[config.mk]
export PLATFORM = sky130hd
export DESIGN_NAME = spf_protect_core
export DESIGN_NICKNAME = d
export VERILOG_FILES = /design/src/spf_pkg.sv /design/src/spf_prot_mem.sv /design/src/spf_protect_core.sv
export VERILOG_INCLUDE_DIRS = /design/src
export SDC_FILE = /design/constraint.sdc
export NUM_CORES = 1
export LEC_CHECK = 0
export BUFFER_PORTS_ARGS = -buffer_cell sky130_fd_sc_hd__buf_2
export CELL_PAD_IN_SITES_DETAIL_PLACEMENT = 1
export CELL_PAD_IN_SITES_GLOBAL_PLACEMENT = 1
export CORE_MARGIN = 8
export CORE_UTILIZATION = 48
export CTS_CLUSTER_SIZE = 10
export DETAILED_ROUTE_END_ITERATION = 8
export MAX_ROUTING_LAYER = met4
export PLACE_DENSITY = 0.91
export SYNTH_ARGS = -nofsm -noshare
export SYNTH_HDL_FRONTEND = slang
export SYNTH_SLANG_ARGS = --single-unit
[constraint.sdc]
create_clock -name ref_clk_in -period 5.2 [get_ports ref_clk_in]
set_input_delay 0.78 -clock ref_clk_in [delete_from_list [all_inputs] [get_ports ref_clk_in]]
set_output_delay 0.78 -clock ref_clk_in [all_outputs]
set_load 0.05 [all_outputs]
[src/spf_defs.svh]
`ifndef SPF_DEFS_SVH
`define SPF_DEFS_SVH

`define SPF_NUM_SECT        11
`define SPF_OP_RD_PROT      8'h3c
`define SPF_OP_RD_STAT      8'h05
`define SPF_OP_WR_STAT      8'h01
`define SPF_OP_PROTECT      8'h36
`define SPF_OP_UNPROTECT    8'h39
`define SPF_OP_WR_EN        8'h06
`define SPF_OP_WR_DIS       8'h04
`define SPF_ST_LOCK_BIT     7
`define SPF_ST_SEQ_BIT      6
`define SPF_ST_RSV_BIT      5
`define SPF_ST_PIN_BIT      4
`define SPF_ST_SUM_HI       3
`define SPF_ST_SUM_LO       2
`define SPF_ST_WEL_BIT      1
`define SPF_ST_BUSY_BIT     0
`define SPF_SUM_NONE        2'h0
`define SPF_SUM_SOME        2'h1
`define SPF_SUM_ALL         2'h3
`define SPF_BYTE_ON         8'hff
`define SPF_BYTE_OFF        8'h00
`define SPF_ADDR_BYTES      3'h3

`endif

[src/spf_pkg.sv]
`default_nettype none
package spf_pkg;
  typedef enum logic [2:0] {
    SPF_IDLE   = 3'b000,
    SPF_OPCODE = 3'b001,
    SPF_ADDR   = 3'b011,
    SPF_DATA   = 3'b010,
    SPF_SHIFT  = 3'b110,
    SPF_IGNORE = 3'b111
  } spf_state_t;

  typedef struct packed {
    logic       seq_mode;
    logic       busy;
    logic       write_enable_latch;
  } spf_core_stat_t;

  typedef struct packed {
    logic       cs_n;
    logic       sck;
    logic       si;
    logic       wp_n;
  } spf_pins_t;
endpackage : spf_pkg
`default_nettype wire

[src/spf_prot_mem.sv]
`default_nettype none
`include "spf_defs.svh"
module spf_prot_mem
  import spf_pkg::*;
(
  input  wire logic                      ref_clk_in,
  input  wire logic                      srst_in,
  input  wire logic                      wr_en_in,
  input  wire logic [3:0]                wr_idx_in,
  input  wire logic                      wr_val_in,
  input  wire logic [3:0]                rd_idx_in,
  output logic                           rd_val_out,
  output logic [`SPF_NUM_SECT-1:0]       bits_out
);
  logic [`SPF_NUM_SECT-1:0] prot_reg;

  always_ff @(posedge ref_clk_in)
  begin
    if (srst_in)
      prot_reg <= '1;
    else if (wr_en_in && wr_idx_in < 4'(`SPF_NUM_SECT))
      prot_reg[wr_idx_in] <= wr_val_in;
  end

  // Read data registered so the shifter sees a stable value
  always_ff @(posedge ref_clk_in)
  begin
    if (srst_in)
      rd_val_out <= 1'b1;
    else
      rd_val_out <= (rd_idx_in < 4'(`SPF_NUM_SECT)) ? prot_reg[rd_idx_in] : 1'b1;
  end

  assign bits_out = prot_reg;
endmodule : spf_prot_mem
`default_nettype wire

[src/spf_protect_core.sv]
`default_nettype none
`include "spf_defs.svh"
module spf_protect_core
  import spf_pkg::*;
(
  input  wire logic                      ref_clk_in,
  input  wire logic                      srst_in,
  input  wire logic                      cs_n_in,
  input  wire logic                      sck_in,
  input  wire logic                      si_in,
  input  wire logic                      wp_n_in,
  input  wire spf_pkg::spf_core_stat_t   core_stat_in,
  output logic                           so_out,
  output logic                           so_oe_n_out,
  output logic                           wel_clr_out,
  output logic                           wel_set_out,
  output logic [7:0]                     status_out,
  output logic [`SPF_NUM_SECT-1:0]       sect_prot_out
);
  import spf_pkg::*;

  // Map a 24-bit address to a sector index (top-boot layout)
  function automatic logic [3:0] sect_of(input logic [23:0] a);
    logic [3:0] s;
    s = 4'(a[18:16]);
    if (a[18:16] == 3'h7)
    begin
      if (a[15] == 1'b0)
        s = 4'h7;
      else if (a[14] == 1'b1)
        s = 4'ha;
      else if (a[13] == 1'b0)
        s = 4'h8;
      else
        s = 4'h9;
    end
    return s;
  endfunction : sect_of

  // Two-stage synchronisers; only stage two is read
  logic [3:0] sync1_reg;
  logic [3:0] sync2_reg;
  logic       sck_d_reg;
  always_ff @(posedge ref_clk_in)
  begin
    if (srst_in)
    begin
      sync1_reg <= 4'hb;
      sync2_reg <= 4'hb;
      sck_d_reg <= 1'b0;
    end
    else
    begin
      sync1_reg <= {cs_n_in, sck_in, si_in, wp_n_in};
      sync2_reg <= sync1_reg;
      sck_d_reg <= sync2_reg[2];
    end
  end

  wire spf_pins_t pins = spf_pins_t'(sync2_reg);
  wire sck_rise = pins.sck & ~sck_d_reg & ~pins.cs_n;
  wire sck_fall = ~pins.sck & sck_d_reg & ~pins.cs_n;
  wire cs_act   = ~pins.cs_n;
  wire wp_asserted = ~pins.wp_n;

  logic                       lock_reg;
  logic                       lock_next;
  spf_state_t                 state_reg;
  spf_state_t                 state_next;
  logic [7:0]                 opc_reg;
  logic [23:0]                shin_reg;
  logic [2:0]                 bit_reg;
  logic [2:0]                 byte_reg;
  logic [7:0]                 sho_reg;
  logic                       so_reg;
  logic                       oe_reg;
  logic                       armed_reg;
  logic                       rd_bit;
  logic [`SPF_NUM_SECT-1:0]   prot_bits;

  wire       hw_locked = wp_asserted & lock_reg;
  wire [1:0] summary   = (&prot_bits) ? `SPF_SUM_ALL :
                         (|prot_bits) ? `SPF_SUM_SOME : `SPF_SUM_NONE;

  // Live status, reassembled combinationally every cycle
  assign status_out = {lock_reg,
                       core_stat_in.seq_mode,
                       1'b0,
                       pins.wp_n,
                       summary,
                       core_stat_in.write_enable_latch,
                       core_stat_in.busy};

  wire [7:0] opc_shift = {opc_reg[6:0], pins.si};
  wire [23:0] in_shift = {shin_reg[22:0], pins.si};
  wire byte_done = sck_rise && bit_reg == 3'h7;
  wire cs_end    = ~cs_act && state_reg != SPF_IDLE;
  wire full_cmd  = armed_reg;

  wire is_sector_op = opc_reg == `SPF_OP_PROTECT || opc_reg == `SPF_OP_UNPROTECT;
  wire is_wr_stat   = opc_reg == `SPF_OP_WR_STAT;
  // Sector ops need latch set and no lock of either kind
  wire sect_ok  = cs_end && is_sector_op && full_cmd && core_stat_in.write_enable_latch
                  && !lock_reg;
  wire stat_ok  = cs_end && is_wr_stat && full_cmd && core_stat_in.write_enable_latch
                  && !hw_locked
                  && !(wp_asserted && !shin_reg[`SPF_ST_LOCK_BIT]);
  // Any complete write-class opcode clears the latch on release
  wire wr_class = is_sector_op || is_wr_stat;
  assign wel_clr_out = cs_end && wr_class && opc_reg[7:0] != 8'h00
                       && state_reg != SPF_OPCODE;
  assign wel_set_out = cs_end && state_reg != SPF_OPCODE && opc_reg == `SPF_OP_WR_EN;

  always_comb
  begin
    lock_next = lock_reg;
    if (stat_ok)
      lock_next = shin_reg[`SPF_ST_LOCK_BIT];
  end

  spf_prot_mem u_mem (
    .ref_clk_in (ref_clk_in),
    .srst_in    (srst_in),
    .wr_en_in   (sect_ok),
    .wr_idx_in  (sect_of(shin_reg)),
    .wr_val_in  (opc_reg == `SPF_OP_PROTECT),
    .rd_idx_in  (sect_of(shin_reg)),
    .rd_val_out (rd_bit),
    .bits_out   (prot_bits)
  );

  always_comb
  begin
    state_next = state_reg;
    case (state_reg)
      SPF_IDLE:
        if (cs_act)
          state_next = SPF_OPCODE;
      SPF_OPCODE:
        if (byte_done)
        begin
          if (opc_shift == `SPF_OP_RD_STAT)
            state_next = SPF_SHIFT;
          else if (opc_shift == `SPF_OP_RD_PROT || opc_shift == `SPF_OP_PROTECT
                   || opc_shift == `SPF_OP_UNPROTECT)
            state_next = SPF_ADDR;
          else if (opc_shift == `SPF_OP_WR_STAT)
            state_next = SPF_DATA;
          else
            state_next = SPF_IGNORE;
        end
      SPF_ADDR:
        if (byte_done && byte_reg == `SPF_ADDR_BYTES - 3'h1)
          state_next = (opc_reg == `SPF_OP_RD_PROT) ? SPF_SHIFT : SPF_IGNORE;
      SPF_DATA:
        if (byte_done)
          state_next = SPF_IGNORE;
      SPF_SHIFT:
        state_next = SPF_SHIFT;
      SPF_IGNORE:
        state_next = SPF_IGNORE;
      default:
        state_next = SPF_IDLE;
    endcase
    if (!cs_act)
      state_next = SPF_IDLE;
  end

  wire [7:0] rb_byte = rd_bit ? `SPF_BYTE_ON : `SPF_BYTE_OFF;
  wire       is_rdprot = opc_reg == `SPF_OP_RD_PROT;

  always_ff @(posedge ref_clk_in)
  begin
    if (srst_in)
    begin
      state_reg <= SPF_IDLE;
      lock_reg  <= 1'b0;
      opc_reg   <= 8'h00;
      shin_reg  <= 24'h000000;
      bit_reg   <= 3'h0;
      byte_reg  <= 3'h0;
      armed_reg <= 1'b0;
    end
    else
    begin
      state_reg <= state_next;
      lock_reg  <= lock_next;
      if (!cs_act)
      begin
        bit_reg   <= 3'h0;
        byte_reg  <= 3'h0;
        armed_reg <= 1'b0;
        if (state_reg == SPF_IDLE)
          opc_reg <= 8'h00;
      end
      else if (sck_rise)
      begin
        bit_reg <= bit_reg + 3'h1;
        if (state_reg == SPF_OPCODE)
          opc_reg <= opc_shift;
        else if (state_reg == SPF_ADDR || state_reg == SPF_DATA)
          shin_reg <= in_shift;
        if (byte_done && state_reg != SPF_OPCODE)
          byte_reg <= byte_reg + 3'h1;
        if (byte_done && (state_reg == SPF_DATA
            || (state_reg == SPF_ADDR && byte_reg == `SPF_ADDR_BYTES - 3'h1)))
          armed_reg <= 1'b1;
      end
    end
  end

  // Output side: SPI mode 0/3, change on falling edge, fresh byte each wrap
  always_ff @(posedge ref_clk_in)
  begin
    if (srst_in)
    begin
      sho_reg <= 8'h00;
      so_reg  <= 1'b0;
      oe_reg  <= 1'b0;
    end
    else if (!cs_act)
    begin
      oe_reg <= 1'b0;
      so_reg <= 1'b0;
    end
    else if (state_reg == SPF_SHIFT && sck_fall)
    begin
      oe_reg <= 1'b1;
      if (bit_reg == 3'h0)
      begin
        so_reg  <= is_rdprot ? rb_byte[7] : status_out[7];
        sho_reg <= is_rdprot ? {rb_byte[6:0], 1'b0} : {status_out[6:0], 1'b0};
      end
      else
      begin
        so_reg  <= sho_reg[7];
        sho_reg <= {sho_reg[6:0], 1'b0};
      end
    end
  end

  assign so_out        = so_reg;
  assign so_oe_n_out   = ~oe_reg;
  assign sect_prot_out = prot_bits;
endmodule : spf_protect_core
`default_nettype wire

Word-level counts from Yosys, hierarchy flattened
Cells that the tools add are included. W data, S select, Z words.

Register bits: 69. Latch bits: 0. Bits in writable memories: 0. Bits in read-only memories: 0. Output and inout port bits: 23. Logic and storage cells: 133. Memories: 0.

Add/sub/neg operators: 2. Multiply operators: 0. Divide/modulo/power cells: 0. Magnitude comparators: 3. Eq/ne operators: 23. Shift-type cells: 0. Multiplexer cells: 28. Bitwise operators: 12. Reduce and logical (&&, ||, !) cells: 50.

Operators with widths (number): $mux W8 (7); $eq A8 B6 Y1 const B (6); $logic_and A1 B1 Y1 (24); $mux W3 (6); $pmux W3 S6 (1); $eq A8 B1 Y1 const B (2); $eq A8 B3 Y1 const B (2); $eq A3 B3 Y1 const B (4); $bwmux W11 (1); $reduce_and A11 Y1 (1); $reduce_or A11 Y1 (1); $eq A3 B2 Y1 const B (3); $mux W4 (2); $reduce_bool A8 Y1 (1); $mux W1 (7); $not A1 Y1 (7); $add A3 B1 Y3 const B (2); $logic_not A3 Y1 (2); $logic_or A1 B1 Y1 (6); $ne A2 B2 Y1 const B (3); $reduce_and A2 Y1 (3); $reduce_and A3 Y1 (2); $and A1 B1 Y1 (5); $lt A4 B5 Y1 const B (1); other kinds (13) (19).

Logic depth before layout (Yosys ltp)
Gate-level depths: netlist (run 1).

Depth after elaboration: 9. Depth in mapped cells: 7.

Cells and area by module
From an unflattened synthesis (run 1), not the netlist that was laid out.

Cells, all modules: 376. Area, all modules: 3251.9 sq um.

Modules (own cells, without submodules): spf_protect_core (instances 1, cells each 304, area an instance 2652.5 sq um, sequential area each 1121.1 sq um); spf_prot_mem (instances 1, cells each 72, area an instance 599.3 sq um, sequential area each 240.2 sq um).

Least setup slack after synthesis (run 1)
Ideal clock, no wire load.

Kind: register to output. From: reg opc_reg[4]. To: out wel_set_out. Arrival: 2.568 ns. Data required time: 4.420 ns. Slack: 1.852 ns. Stages on the path, launching flop included: 3. Path through: dfxtp_1 -> or4_1 -> nor4b_1.

Longest elaborated chain between the ends: 2.

Ends and longest elaborated chain: start, declared (line spf_protect_core.sv:70) `logic [7:0] opc_reg;`; start signal, assigned (line spf_protect_core.sv:200) `opc_reg <= opc_shift;`; $eq A8 B3 Y1 (no line); $logic_and A1 B1 Y1 (no line); end, declared (line spf_protect_core.sv:16) `output logic wel_set_out,`.

Every way passes these cells.

Worst setup path after layout (run 1)
From: reg opc_reg[5]. To: out wel_clr_out.

Longest elaborated chain between the ends: 6.

Ends and longest elaborated chain: $eq A8 B6 Y1 (no line); $logic_or A1 B1 Y1 (no line); $logic_or A1 B1 Y1 (line spf_protect_core.sv:109) `wire wr_class = is_sector_op || is_wr_stat;`; $logic_and A1 B1 Y1 (line spf_protect_core.sv:110) `assign wel_clr_out = cs_end && wr_class && opc_reg[7:0] != 8'h00`; $logic_and A1 B1 Y1 (*) (line spf_protect_core.sv:110); $logic_and A1 B1 Y1 (*) (line spf_protect_core.sv:111) `&& state_reg != SPF_OPCODE;`; end, declared (line spf_protect_core.sv:15) `output logic wel_clr_out,`.

Every way passes the cells marked *; elsewhere a longest branch is shown, timed or not.

==> results of run 1 <==
power by group through the flow:
stage | sequential [mW] | combinational (mW) | clock (mW)
3_5_place_dp | 0.539 | 0.0321 | 0
6_report | 0.527 | 0.0321 | 0.452
3_3_place_gp | 0.539 | 0.0314 | 0
5_1_grt | 0.527 | 0.0349 | 0.478
2_1_floorplan | 0.537 | 0.0271 | 0
4_1_cts | 0.527 | 0.0324 | 0.460
layout make-up:
type | instances | area share
Multi-Input combinational cell | 261 | 0.461
Sequential cell | 68 | 0.397
Clock buffer | 14 | 0.0504
Timing Repair Buffer | 30 | 0.0438
Tap cell | 77 | 0.0281
Inverter | 10 | 0.0110
Clock inverter | 1 | 0.00877
cell usage in the layout (no fill, tap or decap), types with 2 or more instances in the layout:
| master | synthesis | layout |
|---|---|---|
| a211oi_1 | 9 | 9 |
| a21oi_1 | 41 | 41 |
| a221o_1 | 2 | 2 |
| a22oi_1 | 6 | 6 |
| a31oi_1 | 2 | 2 |
| and2_1 | 2 | 2 |
| and3_1 | 2 | 2 |
| and4bb_2 | 2 | 2 |
| buf_2 | 5 | 30 |
| clkbuf_1 | 9 | 2 |
| clkbuf_8 | 2 | 12 |
| dfxtp_1 | 68 | 68 |
| ha_1 | 5 | 5 |
| inv_1 | 10 | 10 |
| mux2i_1 | 10 | 10 |
| nand2_1 | 64 | 64 |
| nand2b_1 | 5 | 5 |
| nand3_1 | 7 | 7 |
| nand4_1 | 11 | 11 |
| nand4b_1 | 3 | 3 |
| nor2_1 | 29 | 29 |
| nor2b_1 | 7 | 7 |
| nor3_1 | 5 | 5 |
| nor4_1 | 4 | 4 |
| nor4b_1 | 2 | 2 |
| o21ai_0 | 4 | 4 |
| o21ai_2 | 2 | 2 |
| o311ai_0 | 2 | 2 |
| or2_2 | 7 | 7 |
| or3_1 | 2 | 2 |
| xnor2_1 | 2 | 2 |
| xor2_1 | 2 | 2 |
worst max path at each step:
stage	slack (ps)	endpoint	from
6_report	2490	wel_clr_out	opc_reg[5]
5_1_grt	2420	wel_set_out	opc_reg[5]
4_1_cts	2480	wel_clr_out	opc_reg[5]
3_5_place_dp	2850	wel_clr_out	opc_reg[4]
3_3_place_gp	2880	wel_clr_out	opc_reg[4]
2_1_floorplan	1850	wel_set_out	opc_reg[4]
critical path, cell delays in order (launching register included):
cell and delay, ps:
dfxtp_1 380, or4_1 570, nor3_1 160, a21oi_1 60, nor3_1 120, buf_2 290
cells by family (layout without fill, tap and decap cells):
logic type / after synthesis / after routing / synth area share
AO/OA/AOI/OAI: 78 / 78 / 0.160
XOR/XNOR: 4 / 4 / 0.0111
adder cells (fa/ha/maj): 5 / 5 / 0.0198
buffers and inverters: 37 / 55 / 0.0679
flip-flops: 68 / 68 / 0.432
multiplexers: 11 / 11 / 0.0353
other: 1 / 1 / 0.00119
AND/OR/NAND/NOR: 162 / 162 / 0.273
per-layer routing:
metal / wire [µm] / up-vias / GRT usage
li1: - / 1303 / -
met1: 3500 / 1342 / 0.200
met2: 4060 / 53 / 0.294
met3: 333 / 17 / 0.0405
met4: 184 / 0 / 0.0852
met5: 0 / - / -
==> metrics.md, run 1 <==
| Metric | Value |
|---|---|
| Worst-path fanout max | 6 |
| Ys async rst share | 0 |
| Total Routing Usage GR | 0.178 |
| Worst reg2reg path endpoint | shin_reg[18] |
| WHS | 399 ps |
| Worst hold stages | 1 |
| Avg Cell Area, Syn | 8.61 µm² |
| Logic pwr share | 0.032 |
| List of most frequent post-synthesis cells | dfxtp_1, nand2_1, a21oi_1 |
| Tmin final | 2710 ps |
| Worst path required time | 4420 ps |
| Cells resized by post-CTS repair | 0 |
| Total gr overflow | 0 |
| Setup ws final | 2490 ps |
| Sw Pwr | 0.220 mW |
| Final period util | 0.521 |
| Pwr Total | 1.01 mW |
| WS Path Type | reg2out |
| Switching part of the total power | 0.217 |
| Core Footprint | 6350 µm² |
| Slew margin rel. | 0.224 |
| Initial antenna violation count | 0 |
| Final design utilization | 0.540 |
| Worst-path clk slew | 80 ps |
| Max cap viols | 0 |
| Pin count of the biggest net entering global routing | 61 |
| Number of synthesized flops with an enable pin | 0 |
| Starting density of the core | 0.497 |
| Port Buffers | 30 |
| FP Rows | 29 |
| Sequential Power Share | 0.521 |
| Arr. time, crit path | 1930 ps |
| Drt first-iter violations | 181 |
| Final clock skew | 12.8 ps |
| Status | finished, final reports clean |
| Synthesized flop and latch total | 68 |
| Hold worst-path end | pins[3] |
| Worst slack at placement | 2850 ps |
| Startpoint types | flop |
| Design Area, Final | 3430 µm² |
| Total area of sequential cells | 1360 µm² |
| Die area | 9420 µm² |
| HP Class | reg2reg |
| Yosys top cell area share | 0.432 |
| Mapped Cells | 366 |
| CTS root buf | clkbuf_8 |
| Die X | 97.1 µm |
| R2R setup slack | 3120 ps |
| Reg-to-Reg Start | state_reg[1] |
| Most common cell in the netlist | dfxtp_1 |
| Setup TNS | 0 ps |
| Path depth of the worst reg2reg path | 4 |
| Via/cell ratio | 5.89 |
| Final std cells w/o fill | 461 |
| Vias | 2715 |
| Routed WL per cell | 17.5 µm |
| Final hold vios | 0 |
| Final wirelength | 8.08 mm |
| Max clock buf depth | 2 |
| Max reg flops | 19 |
| P_leak | 1.23 nW |
| DRC violations left | 0 |
| Sequential area share after synthesis | 0.432 |
| Area leader, netlist | dfxtp_1 |
| First-pass GRT wire length | 13.7 mm |
| Num CTS Buffers | 9 |
| Post-DRT Antenna Nets | 0 |
| H-tree levels | 3 |
| NumNets Final | 394 |
| Postcts setup bufs | 0 |
| Multi-input gate area | 1580 µm² |
| Synth cell types | 57 |
| Share of cells above drive strength 1 | 0.169 |
| Worst-skew pair later-pin latency | 340 ps |
| HP Start | sync1_reg[3] |
| Worst slew pin tran | 1160 ps |
| Setup Viol. Count Final | 0 |
| # IOs | 32 |
| Crit. End Element | primary output |
| Fill cells | 767 |
| Int Pwr | 0.791 mW |
| Top FF cell, synth | dfxtp_1 |
| Synth warn | 0 |
| DP Wirelength | 5.44 mm |
| GP Congestion | 0.851 |
| Placed cell area | 3220 µm² |
| CTS tree | yes |
| Vias in the first global route | 2761 |
| P per Cell Area | 295 nW/µm² |
| Post-synthesis net count | 380 |
| Final slew viol count | 0 |
| Layout Area Growth over Synthesis | 8.65% |
| Clk sinks | 68 |
| Cell Area, Synth | 3150 µm² |
| Synth area leaders | dfxtp_1, nand2_1, a21oi_1 |
| DRT Pass-1 Iters | 4 |
| Unrepaired setup endpoints after global routing | no |
| CTS Hold Bufs | 0 |
| Clock power share | 0.447 |
| Placed cells | 446 |
| ANT cells | 0 |
| FMAX | 369 MHz |
| Die H | 97.1 µm |
| Worst VDD drop | 0.196 mV |
Power figures use the tool's default switching activity.
==> run 2: changes to the inputs <==
--- a/config.mk
+++ b/config.mk
@@ -10,11 +10,11 @@
 export CELL_PAD_IN_SITES_DETAIL_PLACEMENT = 1
 export CELL_PAD_IN_SITES_GLOBAL_PLACEMENT = 1
 export CORE_MARGIN = 8
-export CORE_UTILIZATION = 48
+export CORE_UTILIZATION = 40
 export CTS_CLUSTER_SIZE = 10
 export DETAILED_ROUTE_END_ITERATION = 8
 export MAX_ROUTING_LAYER = met4
-export PLACE_DENSITY = 0.91
+export PLACE_DENSITY = 0.81
 export SYNTH_ARGS = -nofsm -noshare
 export SYNTH_HDL_FRONTEND = slang
 export SYNTH_SLANG_ARGS = --single-unit
==> constraint.sdc (replaced) <==
create_clock -name ref_clk_in -period 2.35 [get_ports ref_clk_in]
set_input_delay 0.3525 -clock ref_clk_in [delete_from_list [all_inputs] [get_ports ref_clk_in]]
set_output_delay 0.3525 -clock ref_clk_in [all_outputs]
set_load 0.05 [all_outputs]
==> metrics.md, run 2 (synthesis results as in run 1) <==
| Metric | Value |
|---|---|
| Status | finished, final reports clean |
| DP Wirelength | 5.50 mm |
| Clk sinks | 68 |
| Most frequent cells in the layout | dfxtp_1, nand2_1, a21oi_1 |
| Max cap viols | 0 |
| Vias in the first global route | 2783 |
| Setup Viol. Count Final | 0 |
| Starting density of the core | 0.410 |
| Unrepaired setup endpoints after global routing | no |
| Placed cell area | 3330 µm² |
| Core Footprint | 7690 µm² |
| Crit. End Element | primary output |
| GP Congestion | 0.890 |
| Final period util | 0.977 |
| Total gr overflow | 0 |
| Layout Area Growth over Synthesis | 12.7% |
| Worst VDD drop | 0.360 mV |
| Die area | 11000 µm² |
| Design Area, Final | 3550 µm² |
| Total Routing Usage GR | 0.156 |
| Fill cells | 951 |
| Commonest non-fill, non-tap cell in the layout | dfxtp_1 |
| Die X | 105 µm |
| Port Buffers | 30 |
| Max clock buf depth | 2 |
| Setup TNS | 0 ps |
| ANT cells | 0 |
| Post-DRT Antenna Nets | 0 |
| Worst path max stage delay | 600 ps |
| Worst-path clk slew | 70 ps |
| CTS tree | yes |
| Worst-path fanout max | 6 |
| FP Rows | 32 |
| Final slew viol count | 0 |
| Share of cells above drive strength 1 | 0.196 |
| P_leak | 1.28 nW |
| WS Path Type | reg2out |
| Arr. time, crit path | 1940 ps |
| CTS Hold Bufs | 0 |
| Vias | 2684 |
| Initial antenna violation count | 0 |
| Tmin final | 2300 ps |
| # IOs | 32 |
| Final clock skew | 12.7 ps |
| H-tree levels | 3 |
| Worst path required time | 2000 ps |
| NumNets Final | 402 |
| Worst-skew pair later-pin latency | 360 ps |
| Worst slew pin tran | 684 ps |
| Final wirelength | 7.81 mm |
| Via/cell ratio | 5.42 |
| Slew margin rel. | 0.544 |
| P per Cell Area | 653 nW/µm² |
| First-pass GRT wire length | 13.7 mm |
| CTS root buf | clkbuf_8 |
| HP Class | in2reg |
| Crit path buf inv count | 1 |
| Routed WL per cell | 15.8 µm |
| Num CTS Buffers | 9 |
| DRC violations left | 0 |
| Max reg flops | 19 |
| Drt first-iter violations | 203 |
| DRT Pass-1 Iters | 4 |
| Final hold vios | 0 |
| FMAX | 435 MHz |
| Slowest CP cell | or4_1 |
| Startpoint types | flop |
| CP Cell Sequence | or4_1, nor4b_2, buf_2 |
| Crit path max-delay family | simple AND/OR/NAND/NOR gates |
| Pin count of the biggest net entering global routing | 26 |
| Die H | 105 µm |
run 2: cell types whose count changed in the layout (fill, tap and decap cells not counted), moves of 2 or more:
cell	change
buf_4	+8
clkbuf_8	-2
nor3_1	-2
nor3_2	+2
run 2: metrics by stage:
step	hold slack, ps	util	setup slack (ps)	std cells	total power [mW]
after floorplan	389	-	107	366	1.25
after global placement	391	0.433	390	479	1.27
after detailed placement	397	0.433	361	479	1.27
after CTS	163	0.462	21.6	495	2.35
after global routing	174	0.462	3.90	495	2.41
final	178	0.462	53.7	495	2.32
run 2: what timing repair did:
item	4_1_cts	5_1_grt
gates resized for setup	0	3
setup buffers	0	0
endpoints found under the setup margin	0	1
endpoints found under the hold margin	0	0
run 2: layout make-up:
cell class	count	area (µm²)	area share
Inverter	10	37.5	0.0106
Clock buffer	12	145	0.0408
Multi-Input combinational cell	261	1590	0.448
Clock inverter	4	72.6	0.0204
Timing Repair Buffer	38	216	0.0609
Tap cell	102	128	0.0359
Sequential cell	68	1360	0.383
run 2: final timing paths:
path	startpoint	endpoint	slack, ps	depth (start not counted)
min	cs_n_in	sync1_reg[3]	180	2
max	opc_reg[4]	wel_set_out	50	3
min reg2reg	sync1_reg[1]	pins[1]	410	1
max reg2reg	state_reg[0]	u_mem.bits_out[1]	330	5
run 2: per-layer routing:
metal	share of wire	GRT usage	vias up
met4	0.024	0.0785	0
met1	0.46	0.178	1303
li1	-	-	1328
met3	0.031	0.0448	16
met2	0.49	0.244	37
met5	0	-	-
run 2: power by group:
group          switching [mW]  internal, mW
registers             0.00681          1.16
logic                  0.0538        0.0219
clock network           0.454         0.626
==> run 3: changes to the inputs <==
--- a/config.mk
+++ b/config.mk
@@ -9,6 +9,7 @@
 export BUFFER_PORTS_ARGS = -buffer_cell sky130_fd_sc_hd__buf_2
 export CELL_PAD_IN_SITES_DETAIL_PLACEMENT = 1
 export CELL_PAD_IN_SITES_GLOBAL_PLACEMENT = 1
+export CORE_ASPECT_RATIO = 1.25
 export CORE_MARGIN = 8
 export CORE_UTILIZATION = 40
 export CTS_CLUSTER_SIZE = 10
==> metrics.md, run 3 (synthesis results as in run 1) <==
| Metric | Value |
|---|---|
| Status | finished, final reports clean |
| FMAX | 450 MHz |
| Final hold vios | 0 |
| Commonest non-fill, non-tap cell in the layout | dfxtp_1 |
| Max cap viols | 0 |
| ANT cells | 0 |
| WL met1 | 3.49 mm |
| Hold worst-path end | sync1_reg[3] |
| Max reg flops | 19 |
| Worst-path fanout max | 6 |
| First-pass GRT wire length | 13.0 mm |
| Worst hold stages | 2 |
| Setup TNS | 0 ps |
| Worst slew pin tran | 729 ps |
| Max clock buf depth | 2 |
| Worst reg2reg path endpoint | u_mem.bits_out[1] |
| Layout Area Growth over Synthesis | 11.9% |
| Total Routing Usage GR | 0.151 |
| CTS tree | yes |
| Worst slack at placement | 333 ps |
| DRT Pass-1 Iters | 4 |
| WHS | 194 ps |
| GP Congestion | 0.849 |
| Routed WL per cell | 15.9 µm |
| WS Path Type | reg2out |
| Setup Viol. Count Final | 0 |
| Setup ws final | 129 ps |
| Path depth of the worst reg2reg path | 5 |
| Die H | 115 µm |
| Starting density of the core | 0.407 |
| Total gr overflow | 0 |
| Final wirelength | 7.76 mm |
| Tmin final | 2220 ps |
| Port Buffers | 30 |
| CTS root buf | clkbuf_8 |
| Vias | 2648 |
| Met2 WL | 3.89 mm |
| Final design utilization | 0.456 |
| HP Class | in2reg |
| Postcts setup bufs | 0 |
| Die area | 11000 µm² |
| Core Footprint | 7750 µm² |
| Metal3 WL | 232 µm |
| HP Start | cs_n_in |
| Arr. time, crit path | 1870 ps |
| Final clock skew | 14.6 ps |
| Crit. End Element | primary output |
| # IOs | 32 |
| Num CTS Buffers | 9 |
| Reg-to-Reg Start | opc_reg[3] |
| H-tree levels | 3 |
| DP Wirelength | 5.52 mm |
| Slew margin rel. | 0.514 |
| Worst-path clk slew | 70 ps |
| Startpoint types | flop |
| Via/cell ratio | 5.42 |
| NumNets Final | 403 |
| P per Cell Area | 619 nW/µm² |
| Die X | 95.4 µm |
| Drt first-iter violations | 169 |
| Worst VDD drop | 0.407 mV |
| Share of cells above drive strength 1 | 0.203 |
| Pin count of the biggest net entering global routing | 41 |
| Vias in the first global route | 2657 |
| Most frequent cells in the layout | dfxtp_1, nand2_1, a21oi_1 |
| Final period util | 0.945 |
| R2R setup slack | 320 ps |
| P_leak | 1.27 nW |
| Worst path required time | 2000 ps |
| Clk sinks | 68 |
| Top layer in use | met4 |
| Unrepaired setup endpoints after global routing | no |
| Fill cells | 942 |
| FP Rows | 36 |
| Worst-skew pair later-pin latency | 350 ps |
| Initial antenna violation count | 0 |
| DRC violations left | 0 |
| Post-DRT Antenna Nets | 0 |
| Final slew viol count | 0 |
[run 3: cell types whose count changed in the layout (fill, tap and decap cells not counted), sizes merged]
cell | previous run | this run
bufinv | 2 | 1
clkinv | 1 | 2
buf | 38 | 39
clkbuf | 12 | 10
inv | 10 | 11
clkinvlp | 1 | 2
[run 3: timing repair]
action	in CTS	in global routing
resized for setup	0	5
hold buffers	0	0
endpoints found under the setup margin	0	2
[run 3: worst max-delay path by stage]
stage / start / to / slack, ps / cells past startpoint
4_1_cts: opc_reg[4] / wel_clr_out / 10 / 5
5_1_grt: opc_reg[4] / wel_clr_out / 50 / 5
3_5_place_dp: opc_reg[3] / u_mem.bits_out[1] / 330 / 5
2_1_floorplan: opc_reg[4] / wel_set_out / 110 / 2
6_report: opc_reg[4] / wel_set_out / 130 / 3
3_3_place_gp: opc_reg[4] / wel_clr_out / 420 / 5
[run 3: worst max-delay path, stage by stage, from the launching register on]
cell	delay (ps)
dfxtp_1	370
or4_4	580
nor4b_2	320
buf_4	260
[run 3: final cells by class]
class / instances / area, µm² / share of cell area
Inverter: 10 / 37.5 / 0.0106
Sequential cell: 68 / 1360 / 0.386
Timing Repair Buffer: 39 / 223 / 0.0631
Multi-Input combinational cell: 261 / 1600 / 0.453
Clock inverter: 6 / 63.8 / 0.0181
Clock buffer: 10 / 128 / 0.0362
Tap cell: 95 / 119 / 0.0337
[run 3: through the flow]
stage	cell area [µm²]	power, mW	cells
6_report	3530	2.19	489
5_1_grt	3530	2.26	489
4_1_cts	3520	2.21	489
3_5_place_dp	3330	1.27	473
3_3_place_gp	3330	1.27	473
2_1_floorplan	3170	1.25	366
[run 3: where the power goes]
group | total (mW) | switching, mW | internal [mW]
Sequential | 1.17 | 0.00643 | 1.16
Clock | 0.943 | 0.453 | 0.490
Combinational | 0.0777 | 0.0555 | 0.0222
[run 3: per-layer routing]
| layer | vias up | GRT usage |
|---|---|---|
| li1 | 1322 | - |
| met1 | 1279 | 0.175 |
| met2 | 32 | 0.246 |
| met3 | 15 | 0.0333 |
| met4 | 0 | 0.0658 |
| met5 | - | - |
